--- config.mk ---
export PLATFORM = sky130hd
export DESIGN_NAME = rmmc_top
export DESIGN_NICKNAME = d
export VERILOG_FILES = /design/src/core/rmmc_pkg.sv /design/src/core/rmmc_buf.sv /design/src/core/rmmc_top.sv
export SDC_FILE = /design/constraint.sdc
export NUM_CORES = 1
export LEC_CHECK = 0
export ABC_CLOCK_PERIOD_IN_PS = 3160
export BUFFER_PORTS_ARGS = -buffer_cell sky130_fd_sc_hd__buf_2
export CAP_MARGIN = 20
export CORE_MARGIN = 2
export CORE_UTILIZATION = 40
export CTS_BUF_LIST = sky130_fd_sc_hd__clkbuf_2 sky130_fd_sc_hd__clkbuf_4 sky130_fd_sc_hd__clkbuf_8
export DETAILED_ROUTE_END_ITERATION = 8
export SYNTH_ARGS = -nofsm -noshare
export SYNTH_HDL_FRONTEND = slang
export SYNTH_SLANG_ARGS = --single-unit
--- constraint.sdc ---
create_clock -name sys_clk -period 3.16 [get_ports sys_clk]
set_clock_uncertainty 0.2 [all_clocks]
set_input_delay 0.632 -clock sys_clk [delete_from_list [all_inputs] [get_ports sys_clk]]
set_output_delay 0.632 -clock sys_clk [all_outputs]
set_load 0.02 [all_outputs]
--- src/core/rmmc_pkg.sv ---
/*
   shared constants and types of the radio module mode controller.
   assumes a single 50 MHz system clock; every timing count here is
   derived from that rate.
*/
package rmmc_pkg;

   // system clock rate in hertz
   localparam int RMMC_CLK_HZ = 50_000_000;
   // settle time between an idle controller and the new mode, microseconds
   localparam int RMMC_SETTLE_US = 1000;
   // settle time as clock cycles, rounded down as a longest time
   localparam int RMMC_SETTLE_CYC = (RMMC_CLK_HZ / 1_000_000) * RMMC_SETTLE_US;
   // host side guard after the idle indicator rises, microseconds
   localparam int RMMC_HOST_GUARD_US = 2000;
   // host side guard as clock cycles
   localparam int RMMC_HOST_GUARD_CYC = (RMMC_CLK_HZ / 1_000_000) * RMMC_HOST_GUARD_US;
   // fixed serial rate used while in configuration mode
   localparam int RMMC_CFG_BAUD = 9600;
   // serial data width in bits
   localparam int RMMC_BYTE_W = 8;

   // operating modes, listed so that {high select, low select} is the code
   typedef enum logic [1:0] {
      RMMC_NORMAL,
      RMMC_WOR,
      RMMC_CONFIG,
      RMMC_SLEEP
   } rmmc_mode_t;

   // mode held from reset until the first switch
   localparam rmmc_mode_t RMMC_RESET_MODE = RMMC_NORMAL;
   // select synchroniser contents after reset
   localparam logic [1:0] RMMC_SEL_RESET = 2'h0;

   // one byte of a stream with its valid flag
   typedef struct packed {
      logic valid;
      logic [RMMC_BYTE_W-1:0] data;
   } rmmc_byte_t;

endpackage

--- src/core/rmmc_buf.sv ---
/*
   two-entry buffer with valid and ready on both sides.
   assumes a synchronous active-high reset and one clock; the drain side
   may hold out_ready low for any time without losing a word.
*/
`timescale 1ns/1ps
module rmmc_buf #(
   parameter int W = 8 // word width
) (
   input wire logic sys_clk, // system clock
   input wire logic reset, // synchronous reset, active high
   input wire logic in_valid, // word offered on the fill side
   input wire logic [W-1:0] in_data, // word on the fill side
   output logic in_ready, // buffer has room, straight from a flop
   output logic out_valid, // head word present, straight from a flop
   output logic [W-1:0] out_data, // head word
   input wire logic out_ready // drain side takes the head word
);

   // whole state of the buffer
   typedef struct packed {
      logic v0; // head entry holds a word
      logic v1; // second entry holds a word
      logic [W-1:0] d0; // head word
      logic [W-1:0] d1; // second word
   } rmmc_buf_st_t;

   rmmc_buf_st_t st_r; // registered state
   rmmc_buf_st_t st_nxt; // next state
   logic push; // word enters this cycle
   logic pop; // word leaves this cycle

   // ready only while the second entry is free, so no word is ever dropped
   assign in_ready = !st_r.v1;
   assign out_valid = st_r.v0;
   assign out_data = st_r.d0;
   assign push = in_valid && !st_r.v1;
   assign pop = st_r.v0 && out_ready;

   // shift on pop, then append on push
   always_comb begin
      st_nxt = st_r;
      if (pop) begin
         st_nxt.d0 = st_r.d1;
         st_nxt.v0 = st_r.v1;
         st_nxt.v1 = 1'b0;
      end
      if (push) begin
         if (!st_nxt.v0) begin
            st_nxt.d0 = in_data;
            st_nxt.v0 = 1'b1;
         end else begin
            st_nxt.d1 = in_data;
            st_nxt.v1 = 1'b1;
         end
      end
   end

   // state register
   always_ff @(posedge sys_clk) begin
      if (reset) begin
         st_r <= '0;
      end else begin
         st_r <= st_nxt;
      end
   end

endmodule

--- src/core/rmmc_top.sv ---
/*
   operating mode controller of a serial-to-radio module: select decode,
   deferred mode switching, idle indicator and the two byte paths.
   assumes the select pins and all stream inputs are synchronous to
   sys_clk, a radio engine and a serial engine around it, and a parameter
   loader that pulses reload_done when it has finished.
*/
// Overview of operation
// two selects pick one of four modes
// normal mode forwards host bytes to radio
// normal mode receives radio, outputs to serial
// normal mode accepts over-air configuration commands
// wake mode transmitter prepends wake preamble
// wake mode receives exactly like normal mode
// wake mode acts as wake sender or receiver
// config mode: radio off, registers via serial
// idle selection change applies after 1 ms
// pending radio transmission delays the switch
// pending serial output delays the switch
// switch only while idle indicator high
// streaming host data defers mode evaluation
// host waits 2 ms after idle rises
// sleep entered after pending data, within 1 ms
// busy switch completes automatically within 1 ms
// host may sleep, watch idle edge
// idle low whenever any busy condition holds; the code lowers it one edge after the condition appears
// leaving sleep reloads parameters, idle low
// config mode serial fixed 9600 8N1
// selects pass two synchroniser flops
// pending request applied once busy clears
`timescale 1ns/1ps
module rmmc_top
   import rmmc_pkg::*;
#(
   parameter int SETTLE_CYC = rmmc_pkg::RMMC_SETTLE_CYC // settle delay in cycles
) (
   input wire logic sys_clk, // system clock, 50 MHz
   input wire logic reset, // synchronous reset, active high
   input wire logic mode_select_low, // low mode select pin
   input wire logic mode_select_high, // high mode select pin
   input wire logic selfcheck_busy, // self-check in progress, level
   input wire logic reload_done, // parameter reload finished, pulse
   input wire rmmc_pkg::rmmc_byte_t host_rx, // byte from the serial receiver
   output logic host_rx_ready, // room for a host byte
   output rmmc_pkg::rmmc_byte_t radio_tx, // byte towards the radio engine
   input wire logic radio_tx_ready, // radio engine takes a byte
   input wire logic radio_tx_busy, // radio packet still on air, level
   input wire rmmc_pkg::rmmc_byte_t radio_rx, // byte from the radio receiver
   output logic radio_rx_ready, // room for a radio byte
   output rmmc_pkg::rmmc_byte_t ser_tx, // byte towards the serial sender
   input wire logic ser_tx_ready, // serial sender takes a byte
   input wire logic ser_tx_busy, // serial sender still shifting, level
   output rmmc_pkg::rmmc_byte_t cfg_rx, // host byte towards register access
   output logic idle_ind, // idle indicator pin, high when idle
   output rmmc_pkg::rmmc_mode_t mode_out, // mode in force
   output logic radio_tx_en, // radio transmitter enabled
   output logic radio_rx_en, // radio receiver enabled
   output logic wor_preamble_en, // prepend wake preamble to transmissions
   output logic ota_cfg_en, // over-air configuration commands accepted
   output logic cfg_access_en, // serial register access enabled
   output logic cfg_fixed_baud, // serial forced to fixed rate, 8N1
   output logic sleep_en, // deep sleep in force
   output logic reload_busy // parameter reload in progress
);

   import rmmc_pkg::*;

   // width of the settle counter
   localparam int CW = $clog2(SETTLE_CYC + 1);
   // last count of the settle delay
   localparam logic [CW-1:0] SETTLE_LAST = CW'(SETTLE_CYC - 1);

   // whole state of the controller
   typedef struct packed {
      logic [1:0] sel_s1; // first synchroniser stage, {high, low}
      logic [1:0] sel_s2; // second synchroniser stage
      rmmc_mode_t mode; // mode in force
      rmmc_mode_t req; // selection being timed
      logic [CW-1:0] cnt; // settle counter
      logic idle; // idle indicator
      logic reload; // parameter reload in progress
      logic tx_en; // radio transmit enable
      logic rx_en; // radio receive enable
      logic preamble; // wake preamble enable
      logic ota; // over-air configuration enable
      logic cfg; // register access enable
      logic baud; // fixed serial rate
      logic sleep; // deep sleep
   } rmmc_st_t;

   rmmc_st_t st_r; // registered state
   rmmc_st_t st_nxt; // next state
   rmmc_mode_t sel_mode; // decoded synchronised selection
   logic busy_now; // any busy condition this cycle
   logic tx_pop; // drain side of the host buffer accepts
   logic tx_valid; // host buffer head present
   logic [RMMC_BYTE_W-1:0] tx_data; // host buffer head
   logic rx_push; // radio byte offered to the receive buffer
   logic rx_valid; // receive buffer head present
   logic [RMMC_BYTE_W-1:0] rx_data; // receive buffer head
   logic host_rdy; // host buffer has room
   logic radio_rdy; // receive buffer has room

   // selection decode, {high, low} is the mode code
   assign sel_mode = rmmc_mode_t'(st_r.sel_s2);

   // host bytes drain to radio in the radio modes, to register access in config
   always_comb begin
      tx_pop = 1'b0;
      if (st_r.tx_en) begin
         tx_pop = radio_tx_ready;
      end else if (st_r.cfg) begin
         tx_pop = 1'b1;
      end
   end

   // radio bytes are only taken while the receiver is enabled
   assign rx_push = radio_rx.valid && st_r.rx_en;

   // host data buffer, serial in towards radio or register access
   rmmc_buf #(
      .W(RMMC_BYTE_W)
   ) u_tx_buf (
      .sys_clk(sys_clk),
      .reset(reset),
      .in_valid(host_rx.valid),
      .in_data(host_rx.data),
      .in_ready(host_rdy),
      .out_valid(tx_valid),
      .out_data(tx_data),
      .out_ready(tx_pop)
   );

   // received radio buffer, radio in towards the serial sender
   rmmc_buf #(
      .W(RMMC_BYTE_W)
   ) u_rx_buf (
      .sys_clk(sys_clk),
      .reset(reset),
      .in_valid(rx_push),
      .in_data(radio_rx.data),
      .in_ready(radio_rdy),
      .out_valid(rx_valid),
      .out_data(rx_data),
      .out_ready(ser_tx_ready)
   );

   // every condition that keeps the controller busy
   always_comb begin
      busy_now = 1'b0;
      if (tx_valid || host_rx.valid || radio_tx_busy) begin
         busy_now = 1'b1;
      end
      if (rx_valid || ser_tx_busy) begin
         busy_now = 1'b1;
      end
      if (st_r.reload || selfcheck_busy) begin
         busy_now = 1'b1;
      end
   end

   // next state: synchroniser, deferred switch, mode flags
   always_comb begin
      st_nxt = st_r;
      // two-stage select synchroniser
      st_nxt.sel_s1 = {mode_select_high, mode_select_low};
      st_nxt.sel_s2 = st_r.sel_s1;
      // idle indicator follows the busy conditions
      st_nxt.idle = !busy_now;
      // reload ends on the loader's pulse
      if (st_r.reload && reload_done) begin
         st_nxt.reload = 1'b0;
      end
      // switch timing
      if (sel_mode == st_r.mode) begin
         // nothing requested
         st_nxt.cnt = '0;
         st_nxt.req = sel_mode;
      end else if (sel_mode != st_r.req) begin
         // selection moved, restart the settle time
         st_nxt.cnt = '0;
         st_nxt.req = sel_mode;
      end else if (busy_now || !st_r.idle) begin
         // held until idle, the request stays registered
         st_nxt.cnt = '0;
      end else if (st_r.cnt == SETTLE_LAST) begin
         // settle time over and still idle: apply
         st_nxt.cnt = '0;
         st_nxt.mode = st_r.req;
         if (st_r.mode == RMMC_SLEEP) begin
            st_nxt.reload = 1'b1;
         end
      end else begin
         // counting the settle time
         st_nxt.cnt = st_r.cnt + 1'b1;
      end
      // mode flags follow the mode that will be in force
      st_nxt.tx_en = 1'b0;
      st_nxt.rx_en = 1'b0;
      st_nxt.preamble = 1'b0;
      st_nxt.ota = 1'b0;
      st_nxt.cfg = 1'b0;
      st_nxt.baud = 1'b0;
      st_nxt.sleep = 1'b0;
      unique case (st_nxt.mode)
         RMMC_NORMAL: begin
            // transparent both ways, over-air config accepted
            st_nxt.tx_en = 1'b1;
            st_nxt.rx_en = 1'b1;
            st_nxt.ota = 1'b1;
         end
         RMMC_WOR: begin
            // wake sender adds the preamble, receiver as in normal mode
            st_nxt.tx_en = 1'b1;
            st_nxt.rx_en = 1'b1;
            st_nxt.preamble = 1'b1;
         end
         RMMC_CONFIG: begin
            // radio off, register access at the fixed serial rate
            st_nxt.cfg = 1'b1;
            st_nxt.baud = 1'b1;
         end
         RMMC_SLEEP: begin
            // radio off, everything idle
            st_nxt.sleep = 1'b1;
         end
      endcase
   end

   // state register; self-check reload runs from reset
   always_ff @(posedge sys_clk) begin
      if (reset) begin
         st_r.sel_s1 <= RMMC_SEL_RESET;
         st_r.sel_s2 <= RMMC_SEL_RESET;
         st_r.mode <= RMMC_RESET_MODE;
         st_r.req <= RMMC_RESET_MODE;
         st_r.cnt <= '0;
         st_r.idle <= 1'b0;
         st_r.reload <= 1'b1;
         st_r.tx_en <= 1'b0;
         st_r.rx_en <= 1'b0;
         st_r.preamble <= 1'b0;
         st_r.ota <= 1'b0;
         st_r.cfg <= 1'b0;
         st_r.baud <= 1'b0;
         st_r.sleep <= 1'b0;
      end else begin
         st_r <= st_nxt;
      end
   end

   // outputs straight from flops of this module or its buffers
   assign host_rx_ready = host_rdy;
   assign radio_rx_ready = radio_rdy;
   assign radio_tx.valid = tx_valid;
   assign radio_tx.data = tx_data;
   assign cfg_rx.valid = tx_valid;
   assign cfg_rx.data = tx_data;
   assign ser_tx.valid = rx_valid;
   assign ser_tx.data = rx_data;
   assign idle_ind = st_r.idle;
   assign mode_out = st_r.mode;
   assign radio_tx_en = st_r.tx_en;
   assign radio_rx_en = st_r.rx_en;
   assign wor_preamble_en = st_r.preamble;
   assign ota_cfg_en = st_r.ota;
   assign cfg_access_en = st_r.cfg;
   assign cfg_fixed_baud = st_r.baud;
   assign sleep_en = st_r.sleep;
   assign reload_busy = st_r.reload;

   // selection reaches the decoder two edges after the pins
   AST_SYNC_TWO_STAGES: assert property (
      @(posedge sys_clk) disable iff (reset)
      !$past(reset, 2) |-> st_r.sel_s2 == $past({mode_select_high, mode_select_low}, 2)
   ) else $error("select synchroniser is not two stages deep");

   // a busy condition pulls the idle indicator low at the next edge
   AST_IDLE_LOW_WHEN_BUSY: assert property (
      @(posedge sys_clk) disable iff (reset)
      busy_now |=> !idle_ind
   ) else $error("idle indicator high after a busy cycle");

   // the mode only changes while the indicator is high
   AST_SWITCH_ONLY_IDLE: assert property (
      @(posedge sys_clk) disable iff (reset)
      $changed(st_r.mode) |-> $past(st_r.idle) && $past(!busy_now)
   ) else $error("mode changed while busy");

   // no switch while host bytes or received bytes are pending
   AST_NO_SWITCH_PENDING: assert property (
      @(posedge sys_clk) disable iff (reset)
      (tx_valid || rx_valid || host_rx.valid) |=> $stable(st_r.mode)
   ) else $error("mode changed with data pending");

   // a switch follows a full settle count
   AST_SETTLE_TIME: assert property (
      @(posedge sys_clk) disable iff (reset)
      $changed(st_r.mode) |-> $past(st_r.cnt) == SETTLE_LAST
   ) else $error("mode applied before the settle time");

   // the applied mode is the synchronised selection
   AST_APPLIED_IS_SELECTED: assert property (
      @(posedge sys_clk) disable iff (reset)
      $changed(st_r.mode) |-> st_r.mode == rmmc_mode_t'($past(st_r.sel_s2))
   ) else $error("applied mode differs from selection");

   // configuration mode keeps the radio off and the serial rate fixed
   AST_CFG_RADIO_OFF: assert property (
      @(posedge sys_clk) disable iff (reset)
      st_r.mode == RMMC_CONFIG |-> !radio_tx_en && !radio_rx_en && cfg_access_en && cfg_fixed_baud
   ) else $error("configuration mode flags wrong");

   // wake mode adds the preamble and keeps the receiver on
   AST_WOR_FLAGS: assert property (
      @(posedge sys_clk) disable iff (reset)
      st_r.mode == RMMC_WOR |-> wor_preamble_en && radio_rx_en && radio_tx_en
   ) else $error("wake mode flags wrong");

   // normal mode is transparent with over-air configuration; the flags load
   // one edge after reset, so the first cycle out of reset is excused
   AST_NORMAL_FLAGS: assert property (
      @(posedge sys_clk) disable iff (reset)
      !$past(reset) && st_r.mode == RMMC_NORMAL
         |-> radio_rx_en && radio_tx_en && ota_cfg_en && !wor_preamble_en
   ) else $error("normal mode flags wrong");

   // leaving sleep starts a reload that holds the indicator low
   AST_SLEEP_EXIT_RELOAD: assert property (
      @(posedge sys_clk) disable iff (reset)
      ($past(st_r.mode) == RMMC_SLEEP && st_r.mode != RMMC_SLEEP) |-> reload_busy ##1 !idle_ind
   ) else $error("no reload after leaving sleep");

   // main scenarios
   COV_ENTER_CONFIG: cover property (
      @(posedge sys_clk) disable iff (reset)
      $changed(st_r.mode) && st_r.mode == RMMC_CONFIG
   );
   COV_SLEEP_AFTER_DATA: cover property (
      @(posedge sys_clk) disable iff (reset)
      tx_valid ##[1:1000] ($changed(st_r.mode) && st_r.mode == RMMC_SLEEP)
   );
   COV_LEAVE_SLEEP: cover property (
      @(posedge sys_clk) disable iff (reset)
      $past(st_r.mode) == RMMC_SLEEP && st_r.mode == RMMC_WOR
   );
   COV_RX_FORWARD: cover property (
      @(posedge sys_clk) disable iff (reset)
      ser_tx.valid && ser_tx_ready
   );

endmodule

==> impl_metrics.csv <==
group,metric,value,unit
clock_tree,clock_path_buffers,2,
hold_path,hp-start,"st_nxt[29]",
yosys,synth-edff-count,0,
yosys,synth-xor-area-share,5.394,%
route,firstDrtPassIters,4,
setup_path,critPathMaxFanout,6,
yosys,yosys.area.top_type,"dfxtp_1",
sta,maxSlewViolCount,0,
finish,fill_cells,703,
route,route.detailed.drc,0,
finish,diodes,0,
sta,final-hold-violation-count,0,
setup_path,slowest_delay,0.54,ns
status,status,"finished, final reports clean",
sta,setup_slack,0.9132,ns
yosys,synth.most_common_cell,"dfxtp_1",
route,drtAntennaViolNets,0,
setup_path,required,3.23,ns
finish,area.growth.synth_to_final,13.70,%
sta,tns,0,ns
pwr,clkPwrFrac,39.3,%
setup_path,crit_chain,"ha_1 -> and3_1 -> nand4_1 -> or4b_4 -> mux2_4 -> nor2_1",
route,drt_iter0_markers,75,
sta,min_period,2.247,ns
pwr,seq_power_share,50.7,%
yosys,synth.ff_latch_count,67,
setup_path,critPathBufInv,0,
sta,rsz0062_at_grt,"no",
setup_path,start_kind,"register",
global_route,grt_pass1_vias,1984,
pwr,pwr-share-comb,10.1,%
route,dr_total_vias,2214,
pwr,power.switching,0.4475,mW
floorplan,die_area,0.008007,mm2
setup_path,worstSetupEndpointType,"register",
pwr,power,1.770,mW
floorplan,die_h,89.48,um
pwr,power.internal,1.322,mW
global_route,grt_max_degree,41,
yosys,synth_warnings,0,
clock_tree,clock_latency,0.34,ns
finish,nets,388,
clock_tree,ctsHoldBuffers,0,
finish,postLayoutCellArea,0.003323,mm2
yosys,synth_cell_types,34,
setup_path,crit_start,"st_r[9]",
clock_tree,cts.htree.levels,3,
yosys,synth_area_leaders,"dfxtp_1, mux2i_1, nor2_1, buf_4, xnor2_1",
pwr,p_sw_share,25.29,%
placed_design,io_buffers,67,
yosys,ys_seq_area_share,45.89,%
yosys,syn_area,0.002923,mm2
placed_design,pre_cts_slack,0.7613,ns
sta,tightestPinTransition,0.6473,ns
clock_tree,ctsResizeCount,0,
setup_path,worstSetupPathType,"register to register",
sta,timing.fmax,445.1,MHz
floorplan,initial_core_util,40.73,%
route,wirelength,5543,um
sta,finalCritPeriodShare,71.10,%
job,drv_cap,0,
global_route,grt-ovfl-total,0,
clock_tree,post-cts-setup-buffers,0,
route,wire_per_inst,12.00,um
yosys,yosys-top-cells-count,"dfxtp_1, nor2_1, buf_4, mux2i_1, nand2_1",
floorplan,rows,31,
yosys,muxShareOfSynthArea,10.15,%
global_route,antenna_found_initial,0,
clock_tree,root_buffer,"clkbuf_8",
setup_path,r2r-start,"st_r[9]",
route,avgViaCountPerCell,4.792,
clock_tree,clock-sinks,67,
sta,maxSlewHeadroom,56.72,%
clock_tree,cts_buffers,9,
floorplan,boundaryPins,68,
yosys,synth_fa_ha_area_share,0.4281,%
sta,timing.hold.ws,0.2375,ns
hold_path,hp-class,"register to register",
finish,drive_gt1_share,25.34,%
yosys,synth_top_family_by_area,"simple AND/OR/NAND/NOR gates",
pwr,peakVddDrop,0.3169,mV
floorplan,die_w,89.48,um
placed_design,dp_hpwl,3836,um
setup_path,rrSetupSlack,0.91,ns
yosys,netlist.area_leader.share,45.89,%
floorplan,core-area,0.007176,mm2
yosys,syn_avg_cell_area,9.105,um2
pwr,p_leak,1.440,nW
clock_tree,path_clk_slew,0.07,ns
placed_design,place_congestion,0.7778,
yosys,synthSimpleGateAreaFrac,20.93,%
setup_path,crit_slowest_cell,"or4b_4",
setup_path,worst-endpoint-arrival,2.32,ns
yosys,synth_compound_area_share,6.336,%
pwr,power.density,532.6,mW/mm2
placed_design,postPlaceCellArea,0.003132,mm2
global_route,grt_pass1_wl,8942,um
setup_path,crit_family,"simple AND/OR/NAND/NOR gates",
clock_tree,cts_tree,"done",
sta,setup_viol,0,
yosys,syn_nets,350,
yosys,syn_inst,321,
global_route,track_usage,14.67,%
yosys,ys_async_sr_fraction,0,%
yosys,synth_top_flop_cell,"dfxtp_1",
final timing paths:
check	end	depth (start not counted)
max	wor_preamble_en	6
max reg2reg	wor_preamble_en	6
min reg2reg	sel_mode[0]	1
min	sel_mode[0]	1
kinds of logic after synthesis:
group | count (synthesis)
flip-flops | 67
buffers and inverters | 53
multiplexers | 29
XOR/XNOR | 18
AO/OA/AOI/OAI | 26
adder cells (fa/ha/maj) | 1
AND/OR/NAND/NOR | 127
layout by cell type (no fill, tap or decap), drive strengths merged:
cell / instances
buf: 72
dfxtp: 67
nor2: 63
mux2i: 27
nand2: 18
nand3: 15
xnor2: 12
clkbuf: 10
nor2b: 9
inv: 8
a211oi: 8
a311oi: 8
nand4: 6
xor2: 6
a21oi: 5
clkinv: 4
o21ai: 3
nor4b: 3
nor3: 2
nor4: 2
and4: 2
a21o: 2
mux2: 2
and3: 1
and4b: 1
or4b: 1
nand4b: 1
or4: 1
and2: 1
nor3b: 1
ha: 1
bufinv: 1
metal layers:
layer	track usage, %	up-vias	part of all wire (%)
li1	-	1129	-
met1	17.19	1024	46
met2	24.24	52	48
met3	6.187	9	5.4
met4	4.885	0	1.5
met5	0	-	0
state kept, by name, indices dropped and copies added, names as in the netlist, 2 cells and up:
signal / count
st_r: 18
st_nxt: 2
mode_out: 2
u_tx_buf.st_r: 9
u_rx_buf.st_r: 9
sel_mode: 2
u_tx_buf.out_data: 8
u_rx_buf.out_data: 8
power by group through the flow:
stage / sequential, mW / combinational, mW / clock (mW)
4_1_cts: 0.897 / 0.180 / 0.721
3_3_place_gp: 0.916 / 0.178 / 0
3_5_place_dp: 0.917 / 0.179 / 0
5_1_grt: 0.902 / 0.197 / 0.757
6_report: 0.897 / 0.178 / 0.695
2_1_floorplan: 0.913 / 0.156 / 0
cell type report:
cell class	instances	area (um2)	area share (%)
timing repair buffer	72	372.9	11.22
clock buffer	10	137.6	4.142
tap	99	123.9	3.727
clock inverter	5	53.80	1.619
inverter	8	30.03	0.9036
sequential	67	1341	40.36
multi-input combinational	201	1264	38.03
per-stage QoR:
| step | utilization [%] | cells |
|---|---|---|
| 3_3_place_gp | 43.64 | 447 |
| 5_1_grt | 46.31 | 462 |
| 3_5_place_dp | 43.64 | 447 |
| 2_1_floorplan | - | 321 |
| 4_1_cts | 46.31 | 462 |
| 6_report | 46.31 | 462 |
No activity file was read; power rests on OpenSTA's default activity.
